[src/inc/ies_consts.svh]
`ifndef IES_CONSTS_SVH
`define IES_CONSTS_SVH
// Functional notes
// RL1: Corrupt redistributor read logs 0x12/0x6 plus address
// RL2: Corrupt distributor read logs 0x13/0x6 plus address
// RL3: Powered-off translator read logs 0x14/0xF plus address
// RL4: Outside party powers translator up before access
// RL5: Missing shared block logs 0x18/0xE, block number
// RL6: Out-of-range shared set/clear logs 0x19, ID
// RL7: Shared interrupt without target logs 0x1A/0xF, ID
// RL8: Undeliverable one-of-N interrupt logs 0x1B/0xF, ID
// RL9: Repeated logs may overflow the record
// RL10: Collator out-of-range message logs 0x1c/0xF, ID
// RL11: Bad shared deactivate logs 0x1D/0xE, no data
// RL12: Locality or private deactivates are never reported
// RL13: Virtual SGI offline chip logs 0x25, chip/vector/vpe
// RL14: Virtual SGI unmapped logs 0x30/0xF, vector/vpe
// RL15: Virtual SGI inconsistent logs 0x33/0xF, vector/vpe
// RL16: Virtual pending read failure logs 0x34/0x12, vpe
// RL17: Misc data packed from bit 0, rest zero
// RL18: Whole record written in the detection cycle

// ------------------------------------------------------------
// Syndrome codes
// ------------------------------------------------------------
`define IES_SYN_REDIST      8'h12
`define IES_SYN_DIST        8'h13
`define IES_SYN_TRANS_OFF   8'h14
`define IES_SYN_BLOCK       8'h18
`define IES_SYN_ID_OOR      8'h19
`define IES_SYN_NO_TARGET   8'h1A
`define IES_SYN_ONE_OF_N    8'h1B
`define IES_SYN_COLLATOR    8'h1C
`define IES_SYN_DEACT       8'h1D
`define IES_SYN_VIRTUAL_SOFTWARE_INTERRUPT_OFF    8'h25
`define IES_SYN_VIRTUAL_SOFTWARE_INTERRUPT_UNMAP  8'h30
`define IES_SYN_VIRTUAL_SOFTWARE_INTERRUPT_INCON  8'h33
`define IES_SYN_VPT_READ    8'h34

// ------------------------------------------------------------
// Error type codes
// ------------------------------------------------------------
`define IES_ERROR_TYPE_CODE_CORRUPT    8'h06
`define IES_ERROR_TYPE_CODE_ILLEGAL    8'h0E
`define IES_ERROR_TYPE_CODE_STATE      8'h0F
`define IES_ERROR_TYPE_CODE_MEMRESP    8'h12

// ------------------------------------------------------------
// Widths
// ------------------------------------------------------------
`define IES_ADDR_W          32
`define IES_CHIP_W          4
`define IES_VPE_W           9
`define IES_NSRC            11

// ------------------------------------------------------------
// Register offsets, fields and reset values
// ------------------------------------------------------------
`define IES_OFS_REC         8'h00
`define IES_OFS_MISC        8'h04
`define IES_OFS_ADDR        8'h08
`define IES_OFS_IRQ_STAT    8'h0C
`define IES_OFS_IRQ_CLR     8'h10
`define IES_OFS_IRQ_EN      8'h14
`define IES_REC_VALID_BIT   0
`define IES_REC_OVF_BIT     1
`define IES_REC_ERROR_TYPE_CODE_LSB    8
`define IES_REC_SYN_LSB     16
`define IES_IRQ_LOG_BIT     0
`define IES_IRQ_OVF_BIT     1
`define IES_ZERO32          32'h0000_0000
`endif

[src/inc/ies_pkg.sv]
`include "ies_consts.svh"
package ies_pkg;

  // Deactivate target classes
  typedef enum logic [1:0] {
    IES_DEACT_SHARED_MISSING  = 2'b00,
    IES_DEACT_SHARED_GROUP    = 2'b01,
    IES_DEACT_LOCALITY        = 2'b10,
    IES_DEACT_PRIVATE_MISSING = 2'b11
  } ies_deact_kind_e;

  // Virtual SGI failure classes; 2'b11 is illegal
  typedef enum logic [1:0] {
    IES_VIRTUAL_SOFTWARE_INTERRUPT_OFFLINE      = 2'b00,
    IES_VIRTUAL_SOFTWARE_INTERRUPT_UNMAPPED     = 2'b01,
    IES_VIRTUAL_SOFTWARE_INTERRUPT_INCONSISTENT = 2'b10
  } ies_virtual_software_interrupt_kind_e;

  typedef struct packed {
    logic                   valid;
    logic [`IES_ADDR_W-1:0] addr;
  } ies_addr_evt_s;

  typedef struct packed {
    logic       valid;
    logic [9:0] id;
  } ies_id_evt_s;

  typedef struct packed {
    logic            valid;
    ies_deact_kind_e kind;
  } ies_deact_evt_s;

  typedef struct packed {
    logic                  valid;
    ies_virtual_software_interrupt_kind_e        kind;
    logic [`IES_CHIP_W-1:0] chip;
    logic [15:0]           vector;
    logic [`IES_VPE_W-1:0] vpe;
  } ies_virtual_software_interrupt_evt_s;

  typedef struct packed {
    logic                  valid;
    logic [`IES_VPE_W-1:0] vpe;
  } ies_vpe_evt_s;

  typedef struct packed {
    logic [7:0]             syn;
    logic [7:0]             error_type_code;
    logic [31:0]            misc;
    logic [`IES_ADDR_W-1:0] addr;
  } ies_rec_s;

endpackage

[src/core/ies_syndrome.sv]
// Local design decisions: the register offsets and the address-and-strobe port.
`timescale 1ns/1ps
module ies_syndrome
  import ies_pkg::*;
(
  input  wire logic           core_clk,
  input  wire logic           rst_n,
  input  wire logic           ce,
  input  wire ies_addr_evt_s  redist_read_corrupt,
  input  wire ies_addr_evt_s  dist_read_corrupt,
  input  wire ies_addr_evt_s  translator_powered_off,
  input  wire ies_id_evt_s    shared_block_missing,
  input  wire ies_id_evt_s    shared_id_out_of_range,
  input  wire ies_id_evt_s    shared_no_target,
  input  wire ies_id_evt_s    one_of_n_undeliverable,
  input  wire ies_id_evt_s    collator_out_of_range,
  input  wire ies_deact_evt_s bad_deactivate,
  input  wire ies_virtual_software_interrupt_evt_s  virtual_sgi_fault,
  input  wire ies_vpe_evt_s   virtual_pending_read_fail,
  input  wire logic [7:0]     reg_addr,
  input  wire logic [31:0]    reg_wdata,
  input  wire logic           reg_wr,
  input  wire logic           reg_rd,
  output logic [31:0]         reg_rdata,
  output logic                irq,
  output logic                rec_valid
);

  // ------------------------------------------------------------
  // Misc data packing helpers
  // ------------------------------------------------------------

  // Interrupt ID in the low ten bits, upper bits zero
  function automatic logic [31:0] misc_id(input logic [9:0] id);
    misc_id = {22'h00_0000, id};
  endfunction

  // Virtual processor number in the low bits, upper bits zero
  function automatic logic [31:0] misc_vpe(input logic [`IES_VPE_W-1:0] vpe);
    misc_vpe = {23'h00_0000, vpe};
  endfunction

  // ------------------------------------------------------------
  // Storage
  // ------------------------------------------------------------
  ies_rec_s              rec_q;        // Captured error record
  logic                  rec_valid_q;  // Record holds an unread error
  logic                  rec_ovf_q;    // An error was lost
  logic [1:0]            stat_q;       // Sticky interrupt causes
  logic [1:0]            en_q;         // Interrupt enables
  logic [31:0]           rdata_q;      // Read data, one cycle late
  logic                  irq_q;        // Interrupt level

  // ------------------------------------------------------------
  // Detection
  // ------------------------------------------------------------
  logic [`IES_NSRC-1:0]  hit_vec;      // One bit per reporting source
  logic                  deact_report; // Deactivate worth reporting
  logic                  hit;          // Some source reports now
  logic                  multi;        // More than one source at once
  ies_rec_s              cand;         // Record of winning source
  logic                  load;         // Record takes the candidate
  logic                  clr_valid;    // Software releases the record
  logic                  clr_ovf;      // Software clears overflow
  logic                  ovf_set;      // A report is being dropped
  logic [1:0]            stat_clr;     // Interrupt causes to clear

  // Only shared-interrupt deactivates count; the others pass silently
  assign deact_report = bad_deactivate.valid &&
                        (bad_deactivate.kind == IES_DEACT_SHARED_MISSING ||
                         bad_deactivate.kind == IES_DEACT_SHARED_GROUP); // RL12

  // Bit order is also the priority order, lowest index first
  assign hit_vec = {virtual_pending_read_fail.valid,
                    virtual_sgi_fault.valid && virtual_sgi_fault.kind != 2'b11,
                    deact_report,
                    collator_out_of_range.valid,
                    one_of_n_undeliverable.valid,
                    shared_no_target.valid,
                    shared_id_out_of_range.valid,
                    shared_block_missing.valid,
                    translator_powered_off.valid,
                    dist_read_corrupt.valid,
                    redist_read_corrupt.valid};
  assign hit   = |hit_vec;
  assign multi = $countones(hit_vec) > 1;

  // Pick the highest-priority source and build its full record
  always_comb
  begin
    cand = '0;
    if (redist_read_corrupt.valid)
    begin
      cand.syn  = `IES_SYN_REDIST; // RL1
      cand.error_type_code = `IES_ERROR_TYPE_CODE_CORRUPT;
      cand.addr = redist_read_corrupt.addr;
    end
    else if (dist_read_corrupt.valid)
    begin
      cand.syn  = `IES_SYN_DIST; // RL2
      cand.error_type_code = `IES_ERROR_TYPE_CODE_CORRUPT;
      cand.addr = dist_read_corrupt.addr;
    end
    else if (translator_powered_off.valid)
    begin
      // A read while the translator's power channel is not running
      cand.syn  = `IES_SYN_TRANS_OFF; // RL3
      cand.error_type_code = `IES_ERROR_TYPE_CODE_STATE;
      cand.addr = translator_powered_off.addr;
    end
    else if (shared_block_missing.valid)
    begin
      cand.syn  = `IES_SYN_BLOCK; // RL5
      cand.error_type_code = `IES_ERROR_TYPE_CODE_ILLEGAL;
      cand.misc = {27'h000_0000, shared_block_missing.id[4:0]}; // RL17
    end
    else if (shared_id_out_of_range.valid)
    begin
      cand.syn  = `IES_SYN_ID_OOR; // RL6
      cand.error_type_code = `IES_ERROR_TYPE_CODE_ILLEGAL;
      cand.misc = misc_id(shared_id_out_of_range.id);
    end
    else if (shared_no_target.valid)
    begin
      cand.syn  = `IES_SYN_NO_TARGET; // RL7
      cand.error_type_code = `IES_ERROR_TYPE_CODE_STATE;
      cand.misc = misc_id(shared_no_target.id);
    end
    else if (one_of_n_undeliverable.valid)
    begin
      cand.syn  = `IES_SYN_ONE_OF_N; // RL8
      cand.error_type_code = `IES_ERROR_TYPE_CODE_STATE;
      cand.misc = misc_id(one_of_n_undeliverable.id);
    end
    else if (collator_out_of_range.valid)
    begin
      cand.syn  = `IES_SYN_COLLATOR; // RL10
      cand.error_type_code = `IES_ERROR_TYPE_CODE_STATE;
      cand.misc = misc_id(collator_out_of_range.id);
    end
    else if (deact_report)
    begin
      // No misc data for a deactivate, misc stays zero
      cand.syn  = `IES_SYN_DEACT; // RL11
      cand.error_type_code = `IES_ERROR_TYPE_CODE_ILLEGAL;
    end
    else if (hit_vec[9])
    begin
      cand.error_type_code = `IES_ERROR_TYPE_CODE_STATE;
      unique case (virtual_sgi_fault.kind)
        IES_VIRTUAL_SOFTWARE_INTERRUPT_OFFLINE:
        begin
          // Chip lowest, then vector, then processor number
          cand.syn  = `IES_SYN_VIRTUAL_SOFTWARE_INTERRUPT_OFF; // RL13
          cand.misc = {3'h0, virtual_sgi_fault.vpe, virtual_sgi_fault.vector,
                       virtual_sgi_fault.chip}; // RL17
        end
        IES_VIRTUAL_SOFTWARE_INTERRUPT_UNMAPPED:
        begin
          cand.syn  = `IES_SYN_VIRTUAL_SOFTWARE_INTERRUPT_UNMAP; // RL14
          cand.misc = {7'h00, virtual_sgi_fault.vpe, virtual_sgi_fault.vector};
        end
        default:
        begin
          cand.syn  = `IES_SYN_VIRTUAL_SOFTWARE_INTERRUPT_INCON; // RL15
          cand.misc = {7'h00, virtual_sgi_fault.vpe, virtual_sgi_fault.vector};
        end
      endcase
    end
    else if (virtual_pending_read_fail.valid)
    begin
      cand.syn  = `IES_SYN_VPT_READ; // RL16
      cand.error_type_code = `IES_ERROR_TYPE_CODE_MEMRESP;
      cand.misc = misc_vpe(virtual_pending_read_fail.vpe);
    end
  end

  // ------------------------------------------------------------
  // Register writes
  // ------------------------------------------------------------
  assign clr_valid = reg_wr && reg_addr == `IES_OFS_REC &&
                     reg_wdata[`IES_REC_VALID_BIT];
  assign clr_ovf   = reg_wr && reg_addr == `IES_OFS_REC &&
                     reg_wdata[`IES_REC_OVF_BIT];
  assign stat_clr  = (reg_wr && reg_addr == `IES_OFS_IRQ_CLR) ? reg_wdata[1:0] : 2'h0;

  // A free record, or one being released this cycle, takes the report
  assign load    = hit && (!rec_valid_q || clr_valid);
  // Reports that find the record busy, or lose the priority pick, are lost
  assign ovf_set = (hit && rec_valid_q && !clr_valid) || multi; // RL9

  // ------------------------------------------------------------
  // Error record
  // ------------------------------------------------------------

  // All fields land together on the detection edge
  always_ff @(posedge core_clk)
  begin
    if (!rst_n)
    begin
      rec_q       <= '0;
      rec_valid_q <= 1'b0;
    end
    else if (ce)
    begin
      if (load)
      begin
        rec_q       <= cand; // RL18
        rec_valid_q <= 1'b1;
      end
      else if (clr_valid)
      begin
        rec_valid_q <= 1'b0;
      end
    end
  end

  // Overflow flag; a new loss beats a clear in the same cycle
  always_ff @(posedge core_clk)
  begin
    if (!rst_n)
    begin
      rec_ovf_q <= 1'b0;
    end
    else if (ce)
    begin
      if (ovf_set)
        rec_ovf_q <= 1'b1; // RL9
      else if (clr_ovf)
        rec_ovf_q <= 1'b0;
    end
  end

  // ------------------------------------------------------------
  // Interrupt
  // ------------------------------------------------------------

  // Sticky causes: bit 0 record logged, bit 1 overflow; set wins
  always_ff @(posedge core_clk)
  begin
    if (!rst_n)
    begin
      stat_q <= 2'h0;
      en_q   <= 2'h0;
      irq_q  <= 1'b0;
    end
    else if (ce)
    begin
      stat_q[`IES_IRQ_LOG_BIT] <= load ||
                                  (stat_q[`IES_IRQ_LOG_BIT] && !stat_clr[`IES_IRQ_LOG_BIT]);
      stat_q[`IES_IRQ_OVF_BIT] <= ovf_set ||
                                  (stat_q[`IES_IRQ_OVF_BIT] && !stat_clr[`IES_IRQ_OVF_BIT]);
      if (reg_wr && reg_addr == `IES_OFS_IRQ_EN)
        en_q <= reg_wdata[1:0];
      // Registered so the pin is glitch free; lags status by one cycle
      irq_q <= |(stat_q & en_q);
    end
  end

  // ------------------------------------------------------------
  // Register reads
  // ------------------------------------------------------------

  // Data stands only in the cycle after the strobe, zero elsewhere
  always_ff @(posedge core_clk)
  begin
    if (!rst_n)
    begin
      rdata_q <= `IES_ZERO32;
    end
    else if (ce)
    begin
      rdata_q <= `IES_ZERO32;
      if (reg_rd)
      begin
        unique case (reg_addr)
          `IES_OFS_REC:
            rdata_q <= {8'h00, rec_q.syn, rec_q.error_type_code, 6'h00, rec_ovf_q, rec_valid_q};
          `IES_OFS_MISC:     rdata_q <= rec_q.misc;
          `IES_OFS_ADDR:     rdata_q <= rec_q.addr;
          `IES_OFS_IRQ_STAT: rdata_q <= {30'h0000_0000, stat_q};
          `IES_OFS_IRQ_EN:   rdata_q <= {30'h0000_0000, en_q};
          // Clear register is write-only; unmapped reads give zero
          default:           rdata_q <= `IES_ZERO32;
        endcase
      end
    end
  end

  assign reg_rdata = rdata_q;
  assign irq       = irq_q;
  assign rec_valid = rec_valid_q;
endmodule

[config.mk]
export PLATFORM = sky130hd
export DESIGN_NAME = ies_syndrome
export DESIGN_NICKNAME = d
export VERILOG_FILES = /design/src/inc/ies_pkg.sv /design/src/core/ies_syndrome.sv
export VERILOG_INCLUDE_DIRS = /design/src /design/src/inc
export SDC_FILE = /design/constraint.sdc
export NUM_CORES = 1
export LEC_CHECK = 0
export BUFFER_PORTS_ARGS = -buffer_cell sky130_fd_sc_hd__buf_2
export CORE_AREA = 5 5 105 156
export DETAILED_ROUTE_END_ITERATION = 6
export DIE_AREA = 0 0 110 161
export PLACE_DENSITY = 0.8
export SYNTH_ARGS = -nofsm -noshare
export SYNTH_HDL_FRONTEND = slang
export SYNTH_SLANG_ARGS = --single-unit
[constraint.sdc]
create_clock -name core_clk -period 3.8 [get_ports core_clk]
set_input_delay 0.19 -clock core_clk [delete_from_list [all_inputs] [get_ports core_clk]]
set_output_delay 0.19 -clock core_clk [all_outputs]
set_load 0.005 [all_outputs]
==> results of run 1 <==
-- metal layers --
| metal | global-route usage [%] | up-vias | routed length, µm |
|---|---|---|---|
| met5 | 0 | - | 10 |
| met4 | 12.1 | 2 | 1020 |
| met3 | 3.20 | 54 | 1520 |
| met2 | 43.2 | 314 | 11700 |
| met1 | 27.5 | 3254 | 8190 |
| li1 | - | 3231 | - |
-- cell families after synthesis --
| group | count (synthesis) | share of synthesized area [%] |
|---|---|---|
| buffers and inverters | 90 | 6.73 |
| DFF | 111 | 35.8 |
| adders and majority gates | 9 | 2.66 |
| and+or+nand+nor | 224 | 17.6 |
| AOI/OAI and AO/OA | 281 | 33.4 |
| muxes | 24 | 3.91 |
-- power breakdown --
group	internal [W]	total [W]	leakage (nW)	switching, W
Sequential	0.00120	0.00122	0.902	0.0000223
Clock	0.000447	0.000890	0.137	0.000443
Combinational	0.000229	0.000531	2.18	0.000302
-- worst max path at each step --
stage	start	end	slack, ps
CTS	virtual_sgi_fault[29]	stat_q[1]	330
global route	virtual_sgi_fault[31]	stat_q[1]	180
finish	virtual_sgi_fault[29]	stat_q[1]	310
global placement	virtual_sgi_fault[29]	stat_q[1]	60
floorplan	dist_read_corrupt[32]	stat_q[1]	20
detailed placement	virtual_sgi_fault[29]	stat_q[1]	-40
-- cells in the final DEF, fill, tap and decap left out, types with 19 or more instances in the layout --
cell and n:
buf_2 241, nand2_1 80, buf_4 26, nand3_1 19, o211ai_1 32, a221o_1 39
nor2_1 59, a21oi_1 77, mux2i_1 22, dfxtp_1 111, a22oi_1 24
-- final cells by class --
cell class,instances,area (µm²),area share [%]
multi-input cells,538,3580,45.9
flip-flops and latches,111,2220,28.5
repair buffers,267,1400,17.9
well taps,199,249,3.19
clock buffers,9,225,2.88
inverters,21,80.1,1.03
clock inverters,6,47.5,0.609
-- worst max-delay path: cells and delay by family --
family                   cells  cell delay [ps]
AO/OA/AOI/OAI                4              690
adder cells (fa/ha/maj)      5             2360
buffers and inverters        2              200
AND/OR/NAND/NOR              2              250
-- state kept, by name, indices dropped and copies added (netlist names) --
| signal | cells |
|---|---|
| irq | 1 |
| en_q | 2 |
| rec_ovf_q | 1 |
| rec_valid | 1 |
| stat_q | 2 |
| rec_q | 72 |
| reg_rdata | 32 |
-- per-stage QoR --
step | setup TNS (ps) | power (W)
detailed placement | -38.3 | 0.00177
finish | 0 | 0.00264
CTS | 0 | 0.00265
floorplan | 0 | 0.00155
global route | 0 | 0.00274
global placement | 0 | 0.00176
==> run summary, run 1 <==
Status -> finished, final reports clean
Worst R2R Path Depth -> 6
Post-synthesis cell count -> 739
CP Max Fanout -> 3
Remaining global-route overflow -> 0
DP Area -> 7540 µm²
DR iter-0 viols -> 484
Crit-path cells -> buf_2 -> a21boi_2 -> inv_1 -> fa_1 -> fa_1 -> fa_1 -> fa_1 -> fa_1 -> nor3_1 -> a22o_1 -> nand2_1 -> o41ai_1 -> a21oi_1
Routability cong. -> 0.964
Site Rows -> 55
Pwr Density -> 338 nW/µm²
CTS tree -> built
Skew-Pair Late Insertion Delay -> 350 ps
Async set or reset register ratio after synthesis -> 0%
ANT cells -> 0
Drt first pass iters -> 6
Reg2Reg Launch Point -> rec_valid
Final Setup Violations -> 0
Critical Path RT -> 4010 ps
Leak pwr -> 3.22 nW
Vias in the first global route -> 6449
Synth unique cells -> 63
Post-CTS resize count -> 0
Clock-pin slew on the worst setup and hold paths -> 70 ps
Post-DP HPWL -> 17400 µm
Primary FF master, synth -> dfxtp_1
Worst setup EP type -> flop
DRC errors left -> 0
Wire length per cell -> 19.5 µm
First-pass GRT wire length -> 33600 µm
Hold buffer count at cts -> 0
Post-Syn Area -> 6210 µm²
Hold depth -> 3
Clk sinks -> 111
Sequential area share after synthesis -> 35.8%
Synth top cells by count -> 111 x dfxtp_1, 80 x nand2_1, 77 x a21oi_1
CP max-delay cell -> fa_1
Final Cycle Share -> 91.8%
Root Buffer -> clkbuf_16
Share of the synthesized area in the top cell type -> 35.8%
Fin area -> 7810 µm²
Min-Delay Endpoint -> en_q[1]
Layout area overhead -> 25.7%
Worst VDD drop -> 0.182 mV
Number of vias in the routed layout -> 6855
Final hold violation count -> 0
Final ANT Viol Nets -> 0
Arrival time at the worst endpoint -> 3690 ps
Initial core utilization -> 41.6%
Non-Filler Instances -> 1151
Number of synthesized flops with an enable pin -> 0
Final WS setup -> 313 ps
Max-slew headroom -> 33.0%
Worst setup SP type -> input pin
Slew @ Worst Pin -> 1000 ps
Max_cap viols -> 0
Fin Clk Skew -> 7.09 ps
TritonCTS Buffers -> 9
Mapped Nets -> 992
Setup Crit Path Kind -> input pin to flop
Most common cell in the synthesized netlist -> dfxtp_1
Hold path start -> reg_wdata[1]
Finished Core Util -> 52.3%
Initial antenna violation count -> 1
H-Tree Depth -> 3
Worst min path class -> input pin to flop
Dominant cells by area after synthesis -> dfxtp_1 36%, a221o_1 6.3%, a21oi_1 6.2%
Crit-path most repeated cell -> fa_1
Flop2flop setup slack -> 1560 ps
Gr usage total -> 24.2%
IO Pins -> 278
Unrepaired setup endpoints after global routing -> no
Die H -> 161 µm
Worst r2r dst -> rec_q[11]
YS warnings -> 0
Worst-case clock buffer depth -> 2
Fmax -> 0.287 GHz
Final min period -> 3490 ps
Yosys reg bits -> 111
# fillers -> 1475
Fin. max-slew vios -> 0
Postcts setup bufs -> 0
Die width -> 110 µm
Vias/cell -> 5.96
Yosys top cell by area -> dfxtp_1
Die ar. -> 17700 µm²
Pin count of the biggest net entering global routing -> 53
Fin nets -> 1201
Largest stage delay on the critical path -> 570 ps
Share of cells above drive strength 1 -> 31.5%
Core area -> 14900 µm²
Drt total wl -> 22500 µm
Avg Inst Size Synth -> 8.41 µm²
Hold WS -> 119 ps
Buffers added on ports -> 241
DP Worst Slack -> -38.3 ps
Placed Cells -> 1136
(Power assumes the default switching activity.)
==> run 2: changes to the inputs <==
==> constraint.sdc (replaced) <==
create_clock -name core_clk -period 3 [get_ports core_clk]
set_input_delay 0.15 -clock core_clk [delete_from_list [all_inputs] [get_ports core_clk]]
set_output_delay 0.15 -clock core_clk [all_outputs]
set_load 0.005 [all_outputs]
==> run 2 against run 1 <==
Net effect: the flow now finishes with violations (negative setup slack); register-to-register slack got worse by 890 ps; global-route usage increased by 1.1 points; sequential power increased by 26%; routed wire length increased by 2.8%; sequential cell count unchanged; cell area increased by 4.0%; first-iteration DRC count increased by 32%; sequential share of layout area decreased by 1.1 points; non-clock buffer count increased by 24; combinational power increased by 41%; largest power group unchanged.
==> run summary, run 2 (synthesis gave the netlist of run 1 again) <==
First-pass GRT wire length -> 35300 µm
Final min period -> 3270 ps
Drt total wl -> 23100 µm
Vias/cell -> 5.97
Core area -> 14900 µm²
Remaining global-route overflow -> 0
Worst-case clock buffer depth -> 2
Placed Cells -> 1143
Fin Clk Skew -> 11.5 ps
Max-slew headroom -> 13.4%
Vias in the first global route -> 6924
Non-Filler Instances -> 1176
Most common cell after layout, fill and taps aside -> buf_2
Layout area overhead -> 30.8%
Wire length per cell -> 19.6 µm
Gr usage total -> 25.3%
IO Pins -> 278
Clk sinks -> 111
Final hold violation count -> 0
Fin nets -> 1225
Initial antenna violation count -> 0
Pin count of the biggest net entering global routing -> 102
Crit-path cells -> buf_8 -> a21boi_4 -> inv_2 -> fa_1 -> fa_1 -> fa_1 -> fa_2 -> fa_2 -> nor3_2 -> a22o_1 -> nand2_2 -> o31ai_1 -> a21oi_1
DR iter-0 viols -> 639
Skew-Pair Late Insertion Delay -> 340 ps
Worst VDD drop -> 0.302 mV
Reg with most FFs -> rec_q
Setup Crit Path Kind -> input pin to flop
Share of cells above drive strength 1 -> 34.3%
Leak pwr -> 3.37 nW
Fmax -> 0.306 GHz
Fin. max-slew vios -> 0
Final Setup Violations -> 2
H-Tree Depth -> 3
Die width -> 110 µm
Final ANT Viol Nets -> 0
Failing checks -> negative setup slack
Critical Path RT -> 3210 ps
Die ar. -> 17700 µm²
Hold WS -> 104 ps
Arrival time at the worst endpoint -> 3480 ps
Slew @ Worst Pin -> 1300 ps
Root Buffer -> clkbuf_16
TritonCTS Buffers -> 9
Clock-pin slew on the worst setup and hold paths -> 80 ps
Max_cap viols -> 0
Number of vias in the routed layout -> 7019
CP max-delay cell -> fa_1
Hold buffer count at cts -> 0
Site Rows -> 55
Worst path bufs/invs -> 2
DP Area -> 7640 µm²
ANT cells -> 0
Largest delay share family, worst path -> adder cells
Worst setup SP type -> input pin
CTS tree -> built
DRC errors left -> 0
Routability cong. -> 0.886
Drt first pass iters -> 6
Pwr Density -> 428 nW/µm²
Final WS setup -> -269 ps
Crit-path most repeated cell -> fa_1
Unrepaired setup endpoints after global routing -> yes
Buffers added on ports -> 241
Most frequent cells in the layout -> 238 x buf_2, 111 x dfxtp_1, 78 x nand2_1, 77 x a21oi_1, 59 x nor2_1
Largest register FFs -> 72
Post-DP HPWL -> 17200 µm
Die H -> 161 µm
Fin area -> 8130 µm²
Status -> finished with violations
CP Max Fanout -> 3
Worst min path class -> input pin to flop
Final Cycle Share -> 109%
Largest stage delay on the critical path -> 530 ps
Worst setup EP type -> flop
Initial core utilization -> 41.6%
-- run 2: final timing paths --
kind,from,to,slack (ps),depth (start not counted)
worst min register to register,rec_q[18],rec_q[18],460,2
worst min-delay path,redist_read_corrupt[3],rec_q[3],100,3
worst max register to register,rec_valid,rec_q[58],670,6
worst max-delay path,virtual_sgi_fault[30],rec_ovf_q,-270,13
-- run 2: routing by layer --
| layer | vias to the layer above | track usage [%] | wire (µm) | share of wire (%) |
|---|---|---|---|---|
| li1 | 3289 | - | - | - |
| met1 | 3322 | 29.0 | 8340 | 36 |
| met2 | 340 | 44.4 | 12200 | 53 |
| met3 | 68 | 3.24 | 1460 | 6.3 |
| met4 | 0 | 13.7 | 1090 | 4.7 |
| met5 | - | 0 | 0 | 0 |
-- run 2: area by class of cell --
cell class              instances  area, µm²
inverters                      21       85.1
flip-flops and latches        111       2220
repair buffers                291       1630
fillers                      1433       6810
well taps                     199        249
multi-input cells             538       3640
clock buffers                  11        253
clock inverters                 5       48.8
-- run 2: power by group --
part / switching, W / internal (W) / leakage (nW)
combinational: 0.000417 / 0.000330 / 2.32
clock: 0.000558 / 0.000626 / 0.150
sequential: 0.0000288 / 0.00152 / 0.902
total: 0.00100 / 0.00247 / 3.37
-- run 2: metrics by stage --
| step | power, W | utilization [%] | setup TNS [ps] | setup slack, ps |
|---|---|---|---|---|
| finish | 0.00348 | 54.4 | -521 | -269 |
| global route | 0.00362 | 54.4 | -704 | -367 |
| CTS | 0.00348 | 54.4 | -457 | -181 |
| detailed placement | 0.00228 | 51.2 | -1200 | -606 |
| global placement | 0.00226 | 51.2 | -1080 | -544 |
| floorplan | 0.00200 | - | -877 | -440 |
-- run 2: timing repair --
item                       4_1_cts  5_1_grt
buffers inserted                20        0
pin swaps                       16        3
gates resized for setup          7        4
setup endpoints to repair        2        6
-- run 2: tightest hold or removal path, delay by kind of cell --
kind | cells | cell delay, ps
buf+inv | 1 | 70
compound gates | 2 | 190
==> run 3: changes to the inputs <==
--- a/config.mk
+++ b/config.mk
@@ -7,10 +7,13 @@
 export NUM_CORES = 1
 export LEC_CHECK = 0
 export BUFFER_PORTS_ARGS = -buffer_cell sky130_fd_sc_hd__buf_2
-export CORE_AREA = 5 5 105 156
+export CELL_PAD_IN_SITES_DETAIL_PLACEMENT = 1
+export CELL_PAD_IN_SITES_GLOBAL_PLACEMENT = 2
+export CORE_AREA = 5 5 138 206
 export DETAILED_ROUTE_END_ITERATION = 6
-export DIE_AREA = 0 0 110 161
-export PLACE_DENSITY = 0.8
+export DIE_AREA = 0 0 143 211
+export PLACE_DENSITY = 0.82
+export SETUP_SLACK_MARGIN = 0.4
 export SYNTH_ARGS = -nofsm -noshare
 export SYNTH_HDL_FRONTEND = slang
 export SYNTH_SLANG_ARGS = --single-unit
==> run 3 against run 2 <==
Net effect: the flow still finishes with violations (negative setup slack); global-route usage fell by 8.0 points; final cell count rose by 11%; clock skew rose by 2.6 ps; routed wire length rose by 18%; first-iteration DRC count fell by 44%; register-to-register slack improved by 270 ps; sequential cell count did not move; clock-buffer cell count fell by 2; cell area rose by 0.74%; combinational power fell by 0.8%; sequential share of layout area fell by 0.20 points; largest cell class unchanged.
==> run summary, run 3 (synthesis gave the netlist of run 1 again) <==
Failing checks -> negative setup slack
Fmax -> 0.309 GHz
Reg with most FFs -> rec_q
Fin. max-slew vios -> 0
Die ar. -> 30200 µm²
Worst setup EP type -> flop
Worst path bufs/invs -> 2
Clk sinks -> 111
Worst-case clock buffer depth -> 2
Largest delay share family, worst path -> adder cells
Vias/cell -> 5.16
Worst VDD drop -> 0.242 mV
IO Pins -> 278
Fin area -> 8190 µm²
Drt first pass iters -> 5
Wire length per cell -> 20.9 µm
Routability cong. -> 0.834
Crit-path cells -> buf_6 -> a21boi_4 -> inv_2 -> fa_1 -> fa_1 -> fa_1 -> fa_2 -> fa_2 -> nor3_2 -> a22o_1 -> nand2_2 -> o41ai_2 -> a21oi_1
CP Max Fanout -> 3
Critical Path RT -> 3220 ps
Largest register FFs -> 72
Initial core utilization -> 23.5%
Crit-path most repeated cell -> fa_1
DP Area -> 7850 µm²
Fin nets -> 1211
Clock-pin slew on the worst setup and hold paths -> 90 ps
Hold WS -> 66.1 ps
Hold buffer count at cts -> 0
Die width -> 143 µm
Post-DP HPWL -> 21500 µm
Pwr Density -> 432 nW/µm²
Layout area overhead -> 31.8%
Gr usage total -> 17.3%
Share of cells above drive strength 1 -> 33.2%
Die H -> 211 µm
Worst setup SP type -> input pin
Non-Filler Instances -> 1300
Fin Clk Skew -> 14.1 ps
Max-slew headroom -> 44.1%
Vias in the first global route -> 7051
Max_cap viols -> 0
Setup Crit Path Kind -> input pin to flop
Final hold violation count -> 0
Buffers added on ports -> 241
Setup TNS -> -444 ps
Largest stage delay on the critical path -> 540 ps
Initial antenna violation count -> 1
Final Cycle Share -> 108%
Site Rows -> 73
Flop2flop setup slack -> 940 ps
Final min period -> 3240 ps
First-pass GRT wire length -> 40300 µm
Status -> finished with violations
Number of vias in the routed layout -> 6710
DR iter-0 viols -> 355
# fillers -> 3222
Leak pwr -> 3.30 nW
Most common cell after layout, fill and taps aside -> buf_2
DP Worst Slack -> -738 ps
Remaining global-route overflow -> 0
Final ANT Viol Nets -> 0
ANT cells -> 0
DRC errors left -> 0
Drt total wl -> 27100 µm
Pin count of the biggest net entering global routing -> 43
H-Tree Depth -> 3
Most frequent cells in the layout -> 238 x buf_2, 111 x dfxtp_1, 79 x nand2_1, 77 x a21oi_1, 59 x nor2_1
Arrival time at the worst endpoint -> 3460 ps
Placed Cells -> 1283
CTS tree -> built
Unrepaired setup endpoints after global routing -> yes
Final WS setup -> -241 ps
Core area -> 26400 µm²
Final Setup Violations -> 2
Root Buffer -> clkbuf_16
Slew @ Worst Pin -> 832 ps
Worst min path class -> input pin to flop
TritonCTS Buffers -> 9
CP max-delay cell -> fa_1
Skew-Pair Late Insertion Delay -> 370 ps
[run 3: changes by cell type in the layout (fill, tap and decap cells not counted), sizes merged]
cell    change
buf        -14
inv         +3
clkbuf      -2
clkinv      -1
[run 3: final timing paths]
| check | from | to | cells after the start |
|---|---|---|---|
| worst min-delay path | redist_read_corrupt[16] | rec_q[16] | 3 |
| worst max register to register | rec_valid | rec_q[54] | 6 |
| worst max-delay path | virtual_sgi_fault[29] | stat_q[1] | 13 |
| worst min register to register | rec_q[67] | rec_q[67] | 2 |
[run 3: area by class of cell]
class	instances	area [µm²]	area share [%]
inverters	21	85.1	1.04
clock buffers	9	225	2.75
multi-input cells	538	3620	44.2
well taps	337	422	5.15
repair buffers	277	1530	18.7
clock inverters	7	81.3	0.994
flip-flops and latches	111	2220	27.1
[run 3: worst reg2reg max path: cells and delay by family (launching register included)]
family	cells	cell delay [ps]
compound gates	3	1060
simple gates	1	100
flops	1	400
buf+inv	2	440
[run 3: per-layer routing]
| layer | vias up | global-route usage [%] | share of wire (%) |
|---|---|---|---|
| met4 | 0 | 4.82 | 1.9 |
| met2 | 203 | 33.4 | 55 |
| met3 | 28 | 2.79 | 5.0 |
| li1 | 3253 | - | - |
| met1 | 3226 | 19.1 | 38 |
| met5 | - | 0 | 0 |
[run 3: what timing repair did]
action,4_1_cts,5_1_grt
setup buffers,1,0
cloned,0,0
resized for setup,6,0
pin swaps,5,1
setup endpoints to repair,2,2
[run 3: metrics by stage]
step                power, W  utilization [%]
detailed placement   0.00231             29.7
global placement     0.00229             29.7
finish               0.00353             31.0
global route         0.00370             31.0
CTS                  0.00357             31.0
floorplan            0.00200                -
[run 3: where the power goes]
group	total, W	switching, W	internal (W)
logic	0.000741	0.000421	0.000320
clock network	0.00124	0.000642	0.000603
registers	0.00155	0.0000309	0.00152
